<file path="src/eis_pkg.sv">
package eis_pkg;

    // Register offsets on the host bus (byte addresses)
    localparam logic [7:0] EIS_OFS_STATUS = 8'h58;
    localparam logic [7:0] EIS_OFS_ENABLE = 8'h5C;
    localparam logic [7:0] EIS_OFS_BYTE_TEST = 8'h64;
    localparam logic [7:0] EIS_OFS_FIFO_LEVEL = 8'h68;

    // Status bit positions
    localparam int EIS_BIT_SOFTWARE = 31;
    localparam int EIS_BIT_TX_HALTED = 25;
    localparam int EIS_BIT_RX_HALTED = 24;
    localparam int EIS_BIT_DROP_MID = 23;
    localparam int EIS_BIT_BUF_LOADED = 21;
    localparam int EIS_BIT_RX_DMA = 20;
    localparam int EIS_BIT_TIMER_WRAP = 19;
    localparam int EIS_BIT_TRANSCEIVER = 18;
    localparam int EIS_BIT_POWER = 17;
    localparam int EIS_BIT_TXS_OVERFLOW = 16;
    localparam int EIS_BIT_OVERSIZE = 15;
    localparam int EIS_BIT_RX_ERROR = 14;
    localparam int EIS_BIT_TX_ERROR = 13;
    localparam int EIS_BIT_TXD_OVERRUN = 10;
    localparam int EIS_BIT_TXD_AVAIL = 9;
    localparam int EIS_BIT_TXS_FULL = 8;
    localparam int EIS_BIT_TXS_LEVEL = 7;
    localparam int EIS_BIT_FRAME_DROP = 6;
    localparam int EIS_BIT_RXS_FULL = 4;
    localparam int EIS_BIT_RXS_LEVEL = 3;
    localparam int EIS_BIT_PIN_LSB = 0;
    localparam int EIS_PIN_COUNT = 3;

    // Implemented status bits, and the subset that a written one clears
    localparam logic [31:0] EIS_STATUS_MASK = 32'h83BF_E7DF;
    localparam logic [31:0] EIS_W1C_MASK = 32'h83BB_E7DF;
    localparam logic [31:0] EIS_ENABLE_MASK = 32'h83BF_E7DF;
    localparam logic [31:0] EIS_ZERO_WORD = 32'h0000_0000;

    // Level register layout and reset value
    localparam logic [31:0] EIS_FIFO_LEVEL_RESET = 32'h4800_0000;
    localparam logic [31:0] EIS_FIFO_LEVEL_MASK = 32'hFFFF_00FF;
    localparam int EIS_TXD_AVAIL_LSB = 24;
    localparam int EIS_TXS_LEVEL_LSB = 16;
    localparam int EIS_RXS_LEVEL_LSB = 0;
    localparam int EIS_LEVEL_W = 8;

    // Fixed values
    localparam logic [31:0] EIS_BYTE_TEST_VALUE = 32'h8765_4321;
    localparam logic [31:0] EIS_DROP_MIDPOINT = 32'h8000_0000;
    localparam logic [15:0] EIS_TIMER_ZERO = 16'h0000;
    localparam logic [15:0] EIS_TIMER_WRAP = 16'hFFFF;
    localparam logic [15:0] EIS_OVERSIZE_LIMIT = 16'h0800;

    // Event sources from the rest of the controller, all on clk
    typedef struct packed {
        logic tx_stop_request;
        logic tx_halted;
        logic rx_halted;
        logic [31:0] drop_count;
        logic buffer_loaded;
        logic interrupt_on_completion;
        logic rx_dma_done;
        logic [15:0] timer_value;
        logic transceiver_event;
        logic power_event;
        logic tx_status_overflow;
        logic rx_frame_end;
        logic [15:0] rx_frame_length;
        logic rx_error;
        logic tx_error;
        logic tx_data_write;
        logic tx_data_full;
        logic [7:0] tx_free_blocks;
        logic tx_status_full;
        logic [7:0] tx_status_used;
        logic frame_dropped;
        logic rx_status_full;
        logic [7:0] rx_status_used;
        logic [2:0] pin_events;
    } eis_events_t;

    // Host bus pins as seen by the device
    typedef struct packed {
        logic cs_n;
        logic rd_n;
        logic wr_n;
        logic [7:0] addr;
        logic [31:0] data_in;
    } eis_host_pins_t;

endpackage

</file>
<file path="src/eis_sticky_flag.sv">
`timescale 1ns/1ps
`default_nettype none

module eis_sticky_flag (
    input wire logic clk,
    input wire logic rst_n,
    input wire logic set_event,
    input wire logic clear,
    output logic flag
);

    logic flag_reg;

    // Set beats a clear in the same cycle so no event is lost
    always_ff @(posedge clk) begin
        if (!rst_n) begin
            flag_reg <= 1'b0;
        end else begin
            flag_reg <= set_event | (flag_reg & ~clear);
        end
    end

    assign flag = flag_reg;

endmodule

`default_nettype wire

</file>
<file path="src/eis_status_block.sv">
// Operation
// - Enabling the software event sets bit 31; writing one clears it.
// - Bit 25 sets when transmit stop is requested and transmitter halted.
// - Bit 24 sets when the receive engine halts.
// - Bit 23 sets when drop counter steps onto 80000000h.
// - Bit 21 sets when a completion-flagged transmit buffer is loaded.
// - Bit 20 sets when the receive DMA count has been moved.
// - Bit 19 sets when the timer wraps from zero to FFFFh.
// - Bit 18 is read-only, follows transceiver event; writes ignored.
// - Bit 17 sets on a detected power management event.
// - Power bit works and clears regardless of wake output state.
// - Power event never wakes; only a byte-test write wakes.
// - Hold-off interval never delays the power interrupt.
// - Bit 16 sets when the transmit status FIFO overflows.
// - Bit 15 sets on a received packet over 2048 bytes.
// - Bit 14 on receive errors, bit 13 on transmit errors.
// - Bit 10 sets on a transmit data write while that FIFO is full.
// - Bit 9 sets while transmit free space exceeds its threshold.
// - Bit 8 on transmit status full, bit 4 on receive status full.
// - Bits 7 and 3 set when status FIFO occupancy passes thresholds.
// - Bit 6 sets each time a receive frame is dropped.
// - Bits 2 to 0 capture pin events, each cleared by a one.
// - Status bits other than bit 31 record events whatever the enable mask holds.
// - Master interrupt is high while any enabled status bit is set.
`timescale 1ns/1ps
`default_nettype none

module eis_status_block (
    input wire logic clk,
    input wire logic rst_n,
    input wire eis_pkg::eis_host_pins_t host_pins,
    input wire eis_pkg::eis_events_t events,
    input wire logic wake_output_enable,
    output logic [31:0] bus_rdata,
    output logic bus_rdata_oe_n,
    output logic master_irq,
    output logic wake_request,
    output logic wake_event_output
);
    import eis_pkg::*;

    ////////////////////////////////////////////////////////////////////////
    // Host bus synchronisers and strobe edges

    eis_host_pins_t pins_meta_reg;
    eis_host_pins_t pins_sync_reg;
    logic wr_prev_reg;
    logic rd_prev_reg;
    logic wr_active;
    logic rd_active;
    logic wr_start;
    logic rd_start;

    // Pins are asynchronous to clk; two stages before any use
    always_ff @(posedge clk) begin
        if (!rst_n) begin
            pins_meta_reg <= '{cs_n: 1'b1, rd_n: 1'b1, wr_n: 1'b1,
                               addr: '0, data_in: '0};
            pins_sync_reg <= '{cs_n: 1'b1, rd_n: 1'b1, wr_n: 1'b1,
                               addr: '0, data_in: '0};
        end else begin
            pins_meta_reg <= host_pins;
            pins_sync_reg <= pins_meta_reg;
        end
    end

    // Strobe levels and their leading edges
    assign wr_active = ~pins_sync_reg.cs_n & ~pins_sync_reg.wr_n;
    assign rd_active = ~pins_sync_reg.cs_n & ~pins_sync_reg.rd_n;
    assign wr_start = wr_active & ~wr_prev_reg;
    assign rd_start = rd_active & ~rd_prev_reg;

    // One access per strobe assertion, however long the host holds it
    always_ff @(posedge clk) begin
        if (!rst_n) begin
            wr_prev_reg <= 1'b0;
            rd_prev_reg <= 1'b0;
        end else begin
            wr_prev_reg <= wr_active;
            rd_prev_reg <= rd_active;
        end
    end

    ////////////////////////////////////////////////////////////////////////
    // Software registers: enable mask and FIFO levels

    logic [31:0] enable_reg;
    logic [31:0] fifo_level_reg;
    logic wr_status;
    logic wr_enable;
    logic wr_fifo_level;
    logic wr_byte_test;

    // Write decode, one pulse per access
    assign wr_status = wr_start & (pins_sync_reg.addr == EIS_OFS_STATUS);
    assign wr_enable = wr_start & (pins_sync_reg.addr == EIS_OFS_ENABLE);
    assign wr_fifo_level = wr_start &
                           (pins_sync_reg.addr == EIS_OFS_FIFO_LEVEL);
    assign wr_byte_test = wr_start &
                          (pins_sync_reg.addr == EIS_OFS_BYTE_TEST);

    // Reserved bits of both registers are held at zero
    always_ff @(posedge clk) begin
        if (!rst_n) begin
            enable_reg <= EIS_ZERO_WORD;
            fifo_level_reg <= EIS_FIFO_LEVEL_RESET;
        end else begin
            if (wr_enable) begin
                enable_reg <= pins_sync_reg.data_in & EIS_ENABLE_MASK;
            end
            if (wr_fifo_level) begin
                fifo_level_reg <= pins_sync_reg.data_in & EIS_FIFO_LEVEL_MASK;
            end
        end
    end

    ////////////////////////////////////////////////////////////////////////
    // Previous values for the edge-type sources

    logic sw_enable_prev_reg;
    logic tx_stopped_prev_reg;
    logic rx_halted_prev_reg;
    logic [31:0] drop_prev_reg;
    logic [15:0] timer_prev_reg;
    logic txs_full_prev_reg;
    logic rxs_full_prev_reg;
    logic transceiver_reg;
    logic tx_stopped;

    assign tx_stopped = events.tx_stop_request & events.tx_halted;

    // Halt, full and software sources fire once per rising edge, so a clear sticks
    always_ff @(posedge clk) begin
        if (!rst_n) begin
            sw_enable_prev_reg <= 1'b0;
            tx_stopped_prev_reg <= 1'b0;
            rx_halted_prev_reg <= 1'b0;
            drop_prev_reg <= EIS_ZERO_WORD;
            timer_prev_reg <= EIS_TIMER_ZERO;
            txs_full_prev_reg <= 1'b0;
            rxs_full_prev_reg <= 1'b0;
        end else begin
            sw_enable_prev_reg <= enable_reg[EIS_BIT_SOFTWARE];
            tx_stopped_prev_reg <= tx_stopped;
            rx_halted_prev_reg <= events.rx_halted;
            drop_prev_reg <= events.drop_count;
            timer_prev_reg <= events.timer_value;
            txs_full_prev_reg <= events.tx_status_full;
            rxs_full_prev_reg <= events.rx_status_full;
        end
    end

    // Transceiver bit mirrors its source, never latched
    always_ff @(posedge clk) begin
        if (!rst_n) begin
            transceiver_reg <= 1'b0;
        end else begin
            transceiver_reg <= events.transceiver_event;
        end
    end

    ////////////////////////////////////////////////////////////////////////
    // Set conditions per status bit; the mask is consulted here only for bit 31

    logic [31:0] set_vec;
    logic [31:0] clear_vec;
    logic [31:0] flag_vec;
    logic [31:0] status_word;

    always_comb begin
        set_vec = EIS_ZERO_WORD;
        set_vec[EIS_BIT_SOFTWARE] = enable_reg[EIS_BIT_SOFTWARE] &
                                    ~sw_enable_prev_reg;
        set_vec[EIS_BIT_TX_HALTED] = tx_stopped &
                                     ~tx_stopped_prev_reg;
        set_vec[EIS_BIT_RX_HALTED] = events.rx_halted &
                                     ~rx_halted_prev_reg;
        set_vec[EIS_BIT_DROP_MID] = (events.drop_count == EIS_DROP_MIDPOINT) &
            (drop_prev_reg != EIS_DROP_MIDPOINT);
        set_vec[EIS_BIT_BUF_LOADED] = events.buffer_loaded &
                                      events.interrupt_on_completion;
        set_vec[EIS_BIT_RX_DMA] = events.rx_dma_done;
        set_vec[EIS_BIT_TIMER_WRAP] = (timer_prev_reg == EIS_TIMER_ZERO) &
            (events.timer_value == EIS_TIMER_WRAP);
        // Power bit ignores the wake output enable entirely
        set_vec[EIS_BIT_POWER] = events.power_event;
        set_vec[EIS_BIT_TXS_OVERFLOW] = events.tx_status_overflow;
        set_vec[EIS_BIT_OVERSIZE] = events.rx_frame_end &
                                    (events.rx_frame_length >
                                     EIS_OVERSIZE_LIMIT);
        set_vec[EIS_BIT_RX_ERROR] = events.rx_error;
        set_vec[EIS_BIT_TX_ERROR] = events.tx_error;
        set_vec[EIS_BIT_TXD_OVERRUN] = events.tx_data_write &
                                       events.tx_data_full;
        set_vec[EIS_BIT_TXD_AVAIL] = events.tx_free_blocks >
            fifo_level_reg[EIS_TXD_AVAIL_LSB +: EIS_LEVEL_W];
        set_vec[EIS_BIT_TXS_FULL] = events.tx_status_full &
                                    ~txs_full_prev_reg;
        set_vec[EIS_BIT_RXS_FULL] = events.rx_status_full &
                                    ~rxs_full_prev_reg;
        set_vec[EIS_BIT_TXS_LEVEL] = events.tx_status_used >
            fifo_level_reg[EIS_TXS_LEVEL_LSB +: EIS_LEVEL_W];
        set_vec[EIS_BIT_RXS_LEVEL] = events.rx_status_used >
            fifo_level_reg[EIS_RXS_LEVEL_LSB +: EIS_LEVEL_W];
        set_vec[EIS_BIT_FRAME_DROP] = events.frame_dropped;
        set_vec[EIS_BIT_PIN_LSB +: EIS_PIN_COUNT] = events.pin_events;
    end

    // Only ones in writable positions clear; zeros leave bits alone
    assign clear_vec = {32{wr_status}} & pins_sync_reg.data_in &
                       EIS_W1C_MASK;

    ////////////////////////////////////////////////////////////////////////
    // Sticky status flags, one per clearable bit

    genvar gi;
    generate
        for (gi = 0; gi < 32; gi++) begin : g_flag
            if (EIS_W1C_MASK[gi]) begin : g_sticky
                eis_sticky_flag u_flag (
                    .clk(clk),
                    .rst_n(rst_n),
                    .set_event(set_vec[gi]),
                    .clear(clear_vec[gi]),
                    .flag(flag_vec[gi])
                );
            end else begin : g_none
                assign flag_vec[gi] = 1'b0;
            end
        end
    endgenerate

    // Reserved positions stay zero; transceiver bit joins here
    always_comb begin
        status_word = flag_vec & EIS_STATUS_MASK;
        status_word[EIS_BIT_TRANSCEIVER] = transceiver_reg;
    end

    ////////////////////////////////////////////////////////////////////////
    // Read data and pin drive

    logic [31:0] rdata_next;
    logic [31:0] bus_rdata_reg;
    logic bus_rdata_oe_n_reg;

    // Read mux; unmapped offsets read as zero
    always_comb begin
        case (pins_sync_reg.addr)
            EIS_OFS_STATUS: rdata_next = status_word;
            EIS_OFS_ENABLE: rdata_next = enable_reg;
            EIS_OFS_BYTE_TEST: rdata_next = EIS_BYTE_TEST_VALUE;
            EIS_OFS_FIFO_LEVEL: rdata_next = fifo_level_reg;
            default: rdata_next = EIS_ZERO_WORD;
        endcase
    end

    // Data captured at strobe start; stays stable through the cycle
    always_ff @(posedge clk) begin
        if (!rst_n) begin
            bus_rdata_reg <= EIS_ZERO_WORD;
            bus_rdata_oe_n_reg <= 1'b1;
        end else begin
            if (rd_start) begin
                bus_rdata_reg <= rdata_next;
            end
            bus_rdata_oe_n_reg <= ~rd_active;
        end
    end

    ////////////////////////////////////////////////////////////////////////
    // Master interrupt, wake request and wake output

    logic master_irq_reg;
    logic wake_request_reg;
    logic wake_event_reg;

    // No hold-off here, so the power bit reaches the line undelayed
    always_ff @(posedge clk) begin
        if (!rst_n) begin
            master_irq_reg <= 1'b0;
        end else begin
            master_irq_reg <= |(status_word & enable_reg);
        end
    end

    // Waking is tied to the byte-test write alone, not to power events
    always_ff @(posedge clk) begin
        if (!rst_n) begin
            wake_request_reg <= 1'b0;
        end else begin
            wake_request_reg <= wr_byte_test;
        end
    end

    // Wake pin follows the power bit only while enabled
    always_ff @(posedge clk) begin
        if (!rst_n) begin
            wake_event_reg <= 1'b0;
        end else begin
            wake_event_reg <= wake_output_enable &
                              status_word[EIS_BIT_POWER];
        end
    end

    // Ports come straight from their flops
    assign bus_rdata = bus_rdata_reg;
    assign bus_rdata_oe_n = bus_rdata_oe_n_reg;
    assign master_irq = master_irq_reg;
    assign wake_request = wake_request_reg;
    assign wake_event_output = wake_event_reg;

endmodule

`default_nettype wire

</file>
<file path="config.mk">
export PLATFORM = sky130hd
export DESIGN_NAME = eis_status_block
export DESIGN_NICKNAME = d
export VERILOG_FILES = /design/src/eis_pkg.sv /design/src/eis_sticky_flag.sv /design/src/eis_status_block.sv
export SDC_FILE = /design/constraint.sdc
export NUM_CORES = 1
export LEC_CHECK = 0
export ABC_CLOCK_PERIOD_IN_PS = 2150
export BUFFER_PORTS_ARGS = -buffer_cell sky130_fd_sc_hd__buf_2
export CAP_MARGIN = 10
export CORE_UTILIZATION = 43
export DETAILED_ROUTE_END_ITERATION = 7
export HOLD_SLACK_MARGIN = 0.02
export PLACE_DENSITY = 0.65
export SLEW_MARGIN = 20
export SYNTH_ARGS = -nofsm -noshare
export SYNTH_HDL_FRONTEND = slang
export SYNTH_SLANG_ARGS = --single-unit
export TNS_END_PERCENT = 10
</file>
<file path="constraint.sdc">
create_clock -name clk -period 2.15 [get_ports clk]
set_clock_uncertainty 0.05 [all_clocks]
set_input_delay 0 -clock clk [delete_from_list [all_inputs] [get_ports clk]]
set_output_delay 0 -clock clk [all_outputs]
set_load 0.005 [all_outputs]
</file>
== Word-level counts from Yosys, hierarchy flattened ==
Cells that the tools add are included.
Cells by class
  $lt $le $gt $ge: 4
  equal/unequal tests: 7
  mux-type cells: 1
  bitwise gates (word level): 99
  reductions and logical operators: 2
Operators with widths (number)
  $pmux 32 s4: 1
  $and 32x32->32: 2
  $and 1x1->1: 42
  $not 1->1: 33
  $eq 32x32->1 const B: 1
  $eq 8x7->1 const B: 4
  $ne 32x32->1 const B: 1
  $reduce_or 32->1: 1
  $gt 8x8->1: 3
  $or 1x1->1: 22
  $eq 16x16->1 const B: 1
  $gt 16x12->1 const B: 1
  $logic_not 16->1: 1
Storage, ports and cells
  flip-flop bits (word level): 247
  output and inout bits: 36
  word-level logic and storage cells: 162

== Depth between registers and ports, before layout ==
Gate-level depths: netlist of the first run.
  depth after elaboration: 8
  mapped depth: 8
  mapped depth without buffers: 7

== Hierarchy ==
A second synthesis of the first run with hierarchy kept.
Second synthesis, totals
  cells, all modules: 951
  area total of the unflattened synthesis: 9248.9 µm²
By module, submodules not included
  eis_status_block: instances 1, cells each 885, area an instance 8340.5 µm², seq. area each 4384.2 µm²
  eis_sticky_flag: instances 22, cells each 3, area an instance 41.3 µm², seq. area each 20.0 µm²

== Worst setup path after synthesis of the first run ==
OpenSTA, ideal clock, no wires.
  path kind: register to register
  start point: register pins_sync_reg[33] (netlist name)
  end point: register g_flag[15].g_sticky.u_flag.flag_reg
  arrival: 1.776 ns
  setup slack: 0.202 ns
  cell stages (with the launch flop): 7
  cell sequence: dfxtp_1 or4b_1 buf_6 nor4_2 nand2_1 nand3_1 o21ai_0
Between the ends
  word-level cells in the longest chain between the ends: 6
Ends and longest elaborated chain
  from (decl): RTL line eis_status_block.sv:46  | eis_host_pins_t pins_sync_reg;
  from (signal assigned): RTL line eis_status_block.sv:59  | pins_sync_reg <= '{cs_n: 1'b1, rd_n: 1'b1, wr_n: 1'b1,
  from (signal assigned): RTL line eis_status_block.sv:63  | pins_sync_reg <= pins_meta_reg;
  $eq 8x7->1: RTL line eis_status_block.sv:95  | assign wr_status = wr_start & (pins_sync_reg.addr == EIS_OFS_STATUS);
  $and 1x1->1: RTL line eis_status_block.sv:95
  $and 32x32->32: RTL line eis_status_block.sv:210  | assign clear_vec = {32{wr_status}} & pins_sync_reg.data_in &
  $not 1->1: RTL line eis_sticky_flag.sv:19  | flag_reg <= set_event | (flag_reg & ~clear);
  $and 1x1->1: RTL line eis_sticky_flag.sv:19
  $or 1x1->1: RTL line eis_sticky_flag.sv:19
  to (signal assigned): RTL line eis_sticky_flag.sv:19
  to (decl): RTL line eis_sticky_flag.sv:12  | logic flag_reg;
Every way passes these cells.
A chain may end at the register's enable or synchronous reset.

== Worst setup path in the final report of the first run ==
  start point: register pins_sync_reg[33] (netlist name)
  end point: register bus_rdata_reg[20] (netlist: bus_rdata[20])
Between the ends
  word-level cells in the longest chain between the ends: 2
  elaborated cells between the ends (all ways): 5
Ends and longest elaborated chain
  $eq 8x7->1: RTL line eis_status_block.sv:248  | case (pins_sync_reg.addr)
  $pmux 32 s4 *: RTL line eis_status_block.sv:248
  to (signal assigned): RTL line eis_status_block.sv:264  | bus_rdata_reg <= rdata_next;
  to (decl): RTL line eis_status_block.sv:243  | logic [31:0] bus_rdata_reg;
Mark *: on every way between the ends. The rest lies on a longest branch, timed or not.

==> results.md, run 1 <==
- Status: finished clean
- Clk pwr share: 45.2%
- CP Launch Type: flop
- Hold Worst Slack: 36.1 ps
- Via count: 7491
- Overflow after GRT: 0
- Clock transition at the registers of the reported paths: 60 ps
- DRC Markers: 0
- Total Power: 9.76 mW
- Post-detail-place hpwl: 15600 um
- Final hold vios: 0
- Most common cell in the netlist: dfxtp_1
- Flop pwr share: 48.1%
- CTS buffer count: 25
- DR pass1 iterations: 5
- Std-Cell Rows: 52
- GPL Wtd Cong: 0.836
- Switching power: 2.16 mW
- Slew margin rel.: 50.6%
- Layout Utilization: 60.7%
- GR Util All Layers: 22.3%
- Worst reg2reg startpoint: pins_sync_reg[33]$_SDFF_PN0_
- CP required: 2550 ps
- Reg2Reg Setup Slack: 130 ps
- Die height: 146 um
- Initial antenna violation count: 0
- R2R cell count: 5
- Post-synthesis instance total: 935
- DR WL/cell: 15.3 um
- Initial DRC Count: 334
- RR Endpoint: bus_rdata[20]$_SDFFE_PN0P_
- Mean area per synthesized cell: 9.51 um2
- PwrDens: 794 nW/um2
- Pint: 7.60 mW
- CP endpoint: bus_rdata[20]$_SDFFE_PN0P_
- Layout net count: 1428
- Clock tree buffer depth: 3
- Layout cells sized above 1: 21.6%
- Synth area leader: dfxtp_1
- Port-buffer cells: 185
- Setup TNS: 0 ps
- First-pass GRT wire length: 37900 um
- Post-synth top flop: dfxtp_1
- Fillcell total: 1759
- Final Max Tran Viols: 0
- Yosys warnings: 0
- Full die area: 21300 um2
- Logic pwr share: 6.8%
- Post-synth EDFFs: 0
- Max-Cap Viols: 0
- Final period demand of the worst path: 2020 ps
- Endpoint type of the worst setup path: flop
- Leakage: 5.13 nW
- Period utilization: 94.0%
- Max Clk Rate: 495 MHz
- Critical path type: reg -> reg
- Num Clock Sinks: 241
- I/O pin cnt: 190
- Largest cells by area after synthesis: dfxtp_1 (54%), and2_1 (9.2%), nand2_1 (6.2%)
- Drt via density: 4.87
- Total area of sequential cells: 4820 um2
- Die extent in x: 146 um
- Ys async rst share: 0%
- CTS tree: yes
- Crit. Startpoint: pins_sync_reg[33]$_SDFF_PN0_
- Most frequent cells after synthesis: dfxtp_1 (241), nand2_1 (146), and2_1 (131), clkbuf_1 (37)
- Initial Utilization: 43.9%
- RSZ-0062 raised after global routing: false
- Area share of the largest cell type after synthesis: 54.3%
- Switching Fraction: 22.1%
- Register area share after synthesis: 54.3%
- Synthesis-stage register bit count: 241
- CTS Root Cell: clkbuf_16
- Synthesized area: 8890 um2
- Multi-input logic area: 3700 um2
- Drt total wl: 23500 um
- Worst slew pin tran: 741 ps
- Netlist cell types: 47
- Data arrival time of the worst path: 2420 ps
- Post-CTS setup buffer count: 0
- Core area: 20200 um2
- Ant diodes: 0
- Antenna-violating nets left: 0
- Hold Path Class: in -> reg
- Worst skew pair latency: 530 ps
- Max FO, Critical Path: 20
- Area delta synth->final: 38.2%
- H-tree depth: 1
- Vias in the first global route: 7490
- Count of final setup violators: 0
- VDD IR max: 0.000645 V
- Largest net degree at the start of global routing: 62
[through the flow]
| step | setup slack (ps) | cell area, um2 | instances |
|---|---|---|---|
| 3_3_place_gp | 168 | 10200 | 1367 |
| 3_5_place_dp | 131 | 10200 | 1367 |
| 2_1_floorplan | 202 | 8900 | 936 |
| 5_1_grt | 11.1 | 12300 | 1539 |
| 4_1_cts | 99.7 | 12300 | 1539 |
| 6_report | 128 | 12300 | 1539 |
[critical path: stages (launching register included)]
cell and delay (ps):
dfxtp_1 290, or4b_1 510, buf_4 190, or4_1 510
buf_4 210, o21ai_0 170
[cell families (layout without fill, tap and decap cells)]
logic type | Yosys count | count (layout) | share of synthesized area [%]
fa+ha+maj | 24 | 24 | 3.38
simple gates | 392 | 392 | 23.4
compound gates | 179 | 179 | 13.5
flops | 241 | 241 | 54.3
other cells | 1 | 2 | 0.0422
buf+inv | 88 | 421 | 4.22
mux | 10 | 10 | 1.27
[power by group through the flow]
stage	clock network, mW	registers [mW]	logic [mW]
finish	4.41	4.70	0.660
global route	4.64	4.71	0.730
CTS	4.48	4.70	0.652
detailed placement	0	4.79	0.476
global placement	0	4.79	0.471
floorplan	0	4.76	0.264
[cell usage in the layout (no fill, tap or decap), types with 3 or more instances in the layout]
master / count
a21boi_0: 18
a21boi_1: 36
a21o_1: 9
a21oi_1: 23
a221oi_1: 8
a22oi_1: 24
a31oi_1: 12
and2_1: 131
and3_1: 7
buf_12: 3
buf_2: 184
buf_4: 26
clkbuf_16: 25
clkbuf_8: 5
clkinv_2: 4
clkinv_4: 4
clkinvlp_4: 3
dfxtp_1: 241
dlygate4sd3_1: 126
ha_1: 24
inv_1: 36
mux2_2: 10
nand2_1: 146
nand2b_1: 9
nand3_1: 19
nand4_1: 10
nor2_1: 13
nor2b_1: 16
nor3_1: 6
nor4_1: 20
o211ai_1: 3
o21ai_0: 35
or4_1: 3
[metal layers]
layer	track usage (%)	vias to the layer above	share of wire (%)
li1	-	3789	-
met1	28.0	3414	43
met2	39.4	246	48
met3	3.23	42	5.4
met4	7.21	0	2.6
met5	0	-	0
[timing repair]
item | CTS | global route
setup endpoints to repair | 0 | 4
hold buffers | 126 | 0
hold endpoints to repair | 125 | 0
gates resized for setup | 0 | 1
[worst min-delay path by stage]
| stage | from | endpoint | slack [ps] | depth (start not counted) |
|---|---|---|---|---|
| final | events[4] | g_flag[3].g_sticky.u_flag.flag$_SDFF_PN0_ | 40 | 5 |
| after global routing | events[20] | g_flag[7].g_sticky.u_flag.flag$_SDFF_PN0_ | 100 | 5 |
| after CTS | events[4] | g_flag[3].g_sticky.u_flag.flag$_SDFF_PN0_ | 30 | 5 |
| after detailed placement | host_pins[41] | pins_meta_reg[41]$_SDFF_PN1_ | 140 | 2 |
| after global placement | host_pins[41] | pins_meta_reg[41]$_SDFF_PN1_ | 150 | 2 |
| after floorplan | rst_n | bus_rdata_oe_n$_SDFF_PN1_ | 40 | 1 |
[final cells by class]
type / count / area share (%)
Inverter: 36 / 1.10
Clock buffer: 32 / 5.71
Sequential cell: 241 / 39.3
Tap cell: 270 / 2.75
Timing Repair Buffer: 339 / 19.8
Multi-Input combinational cell: 607 / 30.1
Clock inverter: 14 / 1.28
No activity file was read; power rests on OpenSTA's default activity.
==> inputs of run 2 (changes only) <==
PLACE_DENSITY = 0.76   (was 0.65)
RECOVER_POWER = 25   (was not set)
==> results.md, run 2 (same netlist as run 1, synthesis figures left out) <==
- Status: finished clean
- Slew margin rel.: 14.6%
- Setup TNS: 0 ps
- Data arrival time of the worst path: 2440 ps
- DR pass1 iterations: 5
- First-pass GRT wire length: 38300 um
- RR Endpoint: bus_rdata[14]$_SDFFE_PN0P_
- GPL Wtd Cong: 0.881
- Port-buffer cells: 185
- Largest stage delay, worst path: 510 ps
- Endpoint type of the worst setup path: flop
- Final period demand of the worst path: 2050 ps
- H-tree depth: 1
- Largest net degree at the start of global routing: 141
- Final hold vios: 0
- Std-Cell Rows: 52
- Final Max Tran Viols: 0
- Clock transition at the registers of the reported paths: 60 ps
- Overflow after GRT: 0
- Reg2Reg Setup Slack: 100 ps
- Post-detail-place hpwl: 15700 um
- PwrDens: 798 nW/um2
- R2R cell count: 5
- CP Depth: 5
- Most common library cell in the layout ignoring fill and taps: dfxtp_1
- Leakage: 5.13 nW
- Placed Area: 10200 um2
- Critical Path Slowest Stage Cell: or4b_1
- Layout net count: 1431
- Cell seen most often among critical-path stages: buf_4
- CP required: 2540 ps
- Antenna-violating nets left: 0
- Worst slew pin tran: 1280 ps
- Initial antenna violation count: 2
- Max FO, Critical Path: 20
- Full die area: 21300 um2
- Critical path type: reg -> reg
- VDD IR max: 0.000593 V
- Commonest cells after routing, fill and taps aside: dfxtp_1 (241), buf_2 (181), nand2_1 (146)
- Crit-path cells: or4b_1 > buf_4 > or4_1 > buf_4 > o21ai_0
- Via count: 7691
- Hold Crit Start: events[6]
- Hold Path Stages: 6
- GR Util All Layers: 22.5%
- Area delta synth->final: 38.9%
- Metal2 WL: 11800 um
- Worst path top cell family by delay: simple AND/OR/NAND/NOR gates
- Final instance area: 12400 um2
- Count of final setup violators: 0
- CP Buf/Inv Count: 2
- DRC Markers: 0
- CTS Root Cell: clkbuf_16
- Die extent in x: 146 um
- Core area: 20200 um2
- Hold Path Class: in -> reg
- Clock tree buffer depth: 3
- Met3 wire len: 1410 um
- Max Clk Rate: 489 MHz
- DR top layer: met4
- Worst reg2reg startpoint: pins_sync_reg[33]$_SDFF_PN0_
- RSZ-0062 raised after global routing: false
- Max-Cap Viols: 0
- Initial Utilization: 43.9%
- Initial DRC Count: 469
- Period utilization: 95.1%
- Die height: 146 um
- Drt total wl: 24100 um
- Wire length on met1: 9950 um
- Post-CTS setup buffer count: 0
- Layout Utilization: 61.1%
- Worst skew pair latency: 530 ps
- I/O pin cnt: 190
- Layout cells sized above 1: 21.5%
- CTS buffer count: 25
- CP Launch Type: flop
- Vias in the first global route: 7830
- Drt via density: 4.98
- Num Clock Sinks: 241
- CTS tree: yes
- DR WL/cell: 15.6 um
- Hold Crit Endpoint: g_flag[3].g_sticky.u_flag.flag$_SDFF_PN0_
[run 2: changes by cell type in the layout (fill, tap and decap cells not counted), moves of 2 or more]
| cell | before | now |
|---|---|---|
| and2_0 | 0 | 22 |
| diode_2 | 0 | 2 |
| and2_1 | 131 | 109 |
| clkinv_4 | 4 | 1 |
| buf_2 | 184 | 181 |
| clkbuf_1 | 2 | 5 |
| inv_6 | 0 | 3 |
[run 2: power by group]
| group | switching (mW) | leakage (nW) | total [mW] | internal [mW] |
|---|---|---|---|---|
| clock | 1.82 | 0.424 | 4.49 | 2.67 |
| sequential | 0.0778 | 1.98 | 4.70 | 4.62 |
| combinational | 0.266 | 2.73 | 0.669 | 0.403 |
[run 2: final cells by class]
type,count,area (um2)
multi-input combinational,607,3700
timing repair buffer,342,2470
inverter,36,135
antenna,2,5.00
fill,1668,7880
sequential,241,4820
clock buffer,30,684
clock inverter,16,195
tap,270,338
[run 2: metal layers]
| layer | GRT usage [%] | up-vias |
|---|---|---|
| li1 | - | 3796 |
| met1 | 26.9 | 3572 |
| met2 | 40.3 | 265 |
| met3 | 3.57 | 58 |
| met4 | 8.95 | 0 |
| met5 | 0 | - |
[run 2: repair_timing]
action,CTS,global route
gates resized for setup,0,3
hold endpoints to repair,119,0
hold buffers,127,0
setup endpoints to repair,0,4
[run 2: per-stage QoR]
stage	total power, mW	hold slack (ps)	setup WS [ps]	instances
2_1_floorplan	5.03	43.8	202	936
3_3_place_gp	5.26	137	171	1368
3_5_place_dp	5.27	133	114	1368
4_1_cts	9.92	34.7	88.6	1541
5_1_grt	10.2	82.4	9.13	1544
6_report	9.86	48.6	105	1544
[run 2: how the worst max path moves through the flow]
| stage | startpoint | to |
|---|---|---|
| final | pins_sync_reg[33]$_SDFF_PN0_ | bus_rdata[14]$_SDFFE_PN0P_ |
| after global placement | pins_sync_reg[33]$_SDFF_PN0_ | bus_rdata[6]$_SDFFE_PN0P_ |
| after detailed placement | pins_sync_reg[33]$_SDFF_PN0_ | bus_rdata[14]$_SDFFE_PN0P_ |
| after CTS | pins_sync_reg[33]$_SDFF_PN0_ | bus_rdata[14]$_SDFFE_PN0P_ |
| after floorplan | pins_sync_reg[33]$_SDFF_PN0_ | g_flag[15].g_sticky.u_flag.flag$_SDFF_PN0_ |
| after global routing | pins_sync_reg[33]$_SDFF_PN0_ | bus_rdata[4]$_SDFFE_PN0P_ |
[run 2: worst min-delay path: cells and delay by family]
kind,cells,cell delay (ps)
and+or+nand+nor,1,80
buffers and inverters,1,80
AOI/OAI and AO/OA,3,310
adders and majority gates,1,130
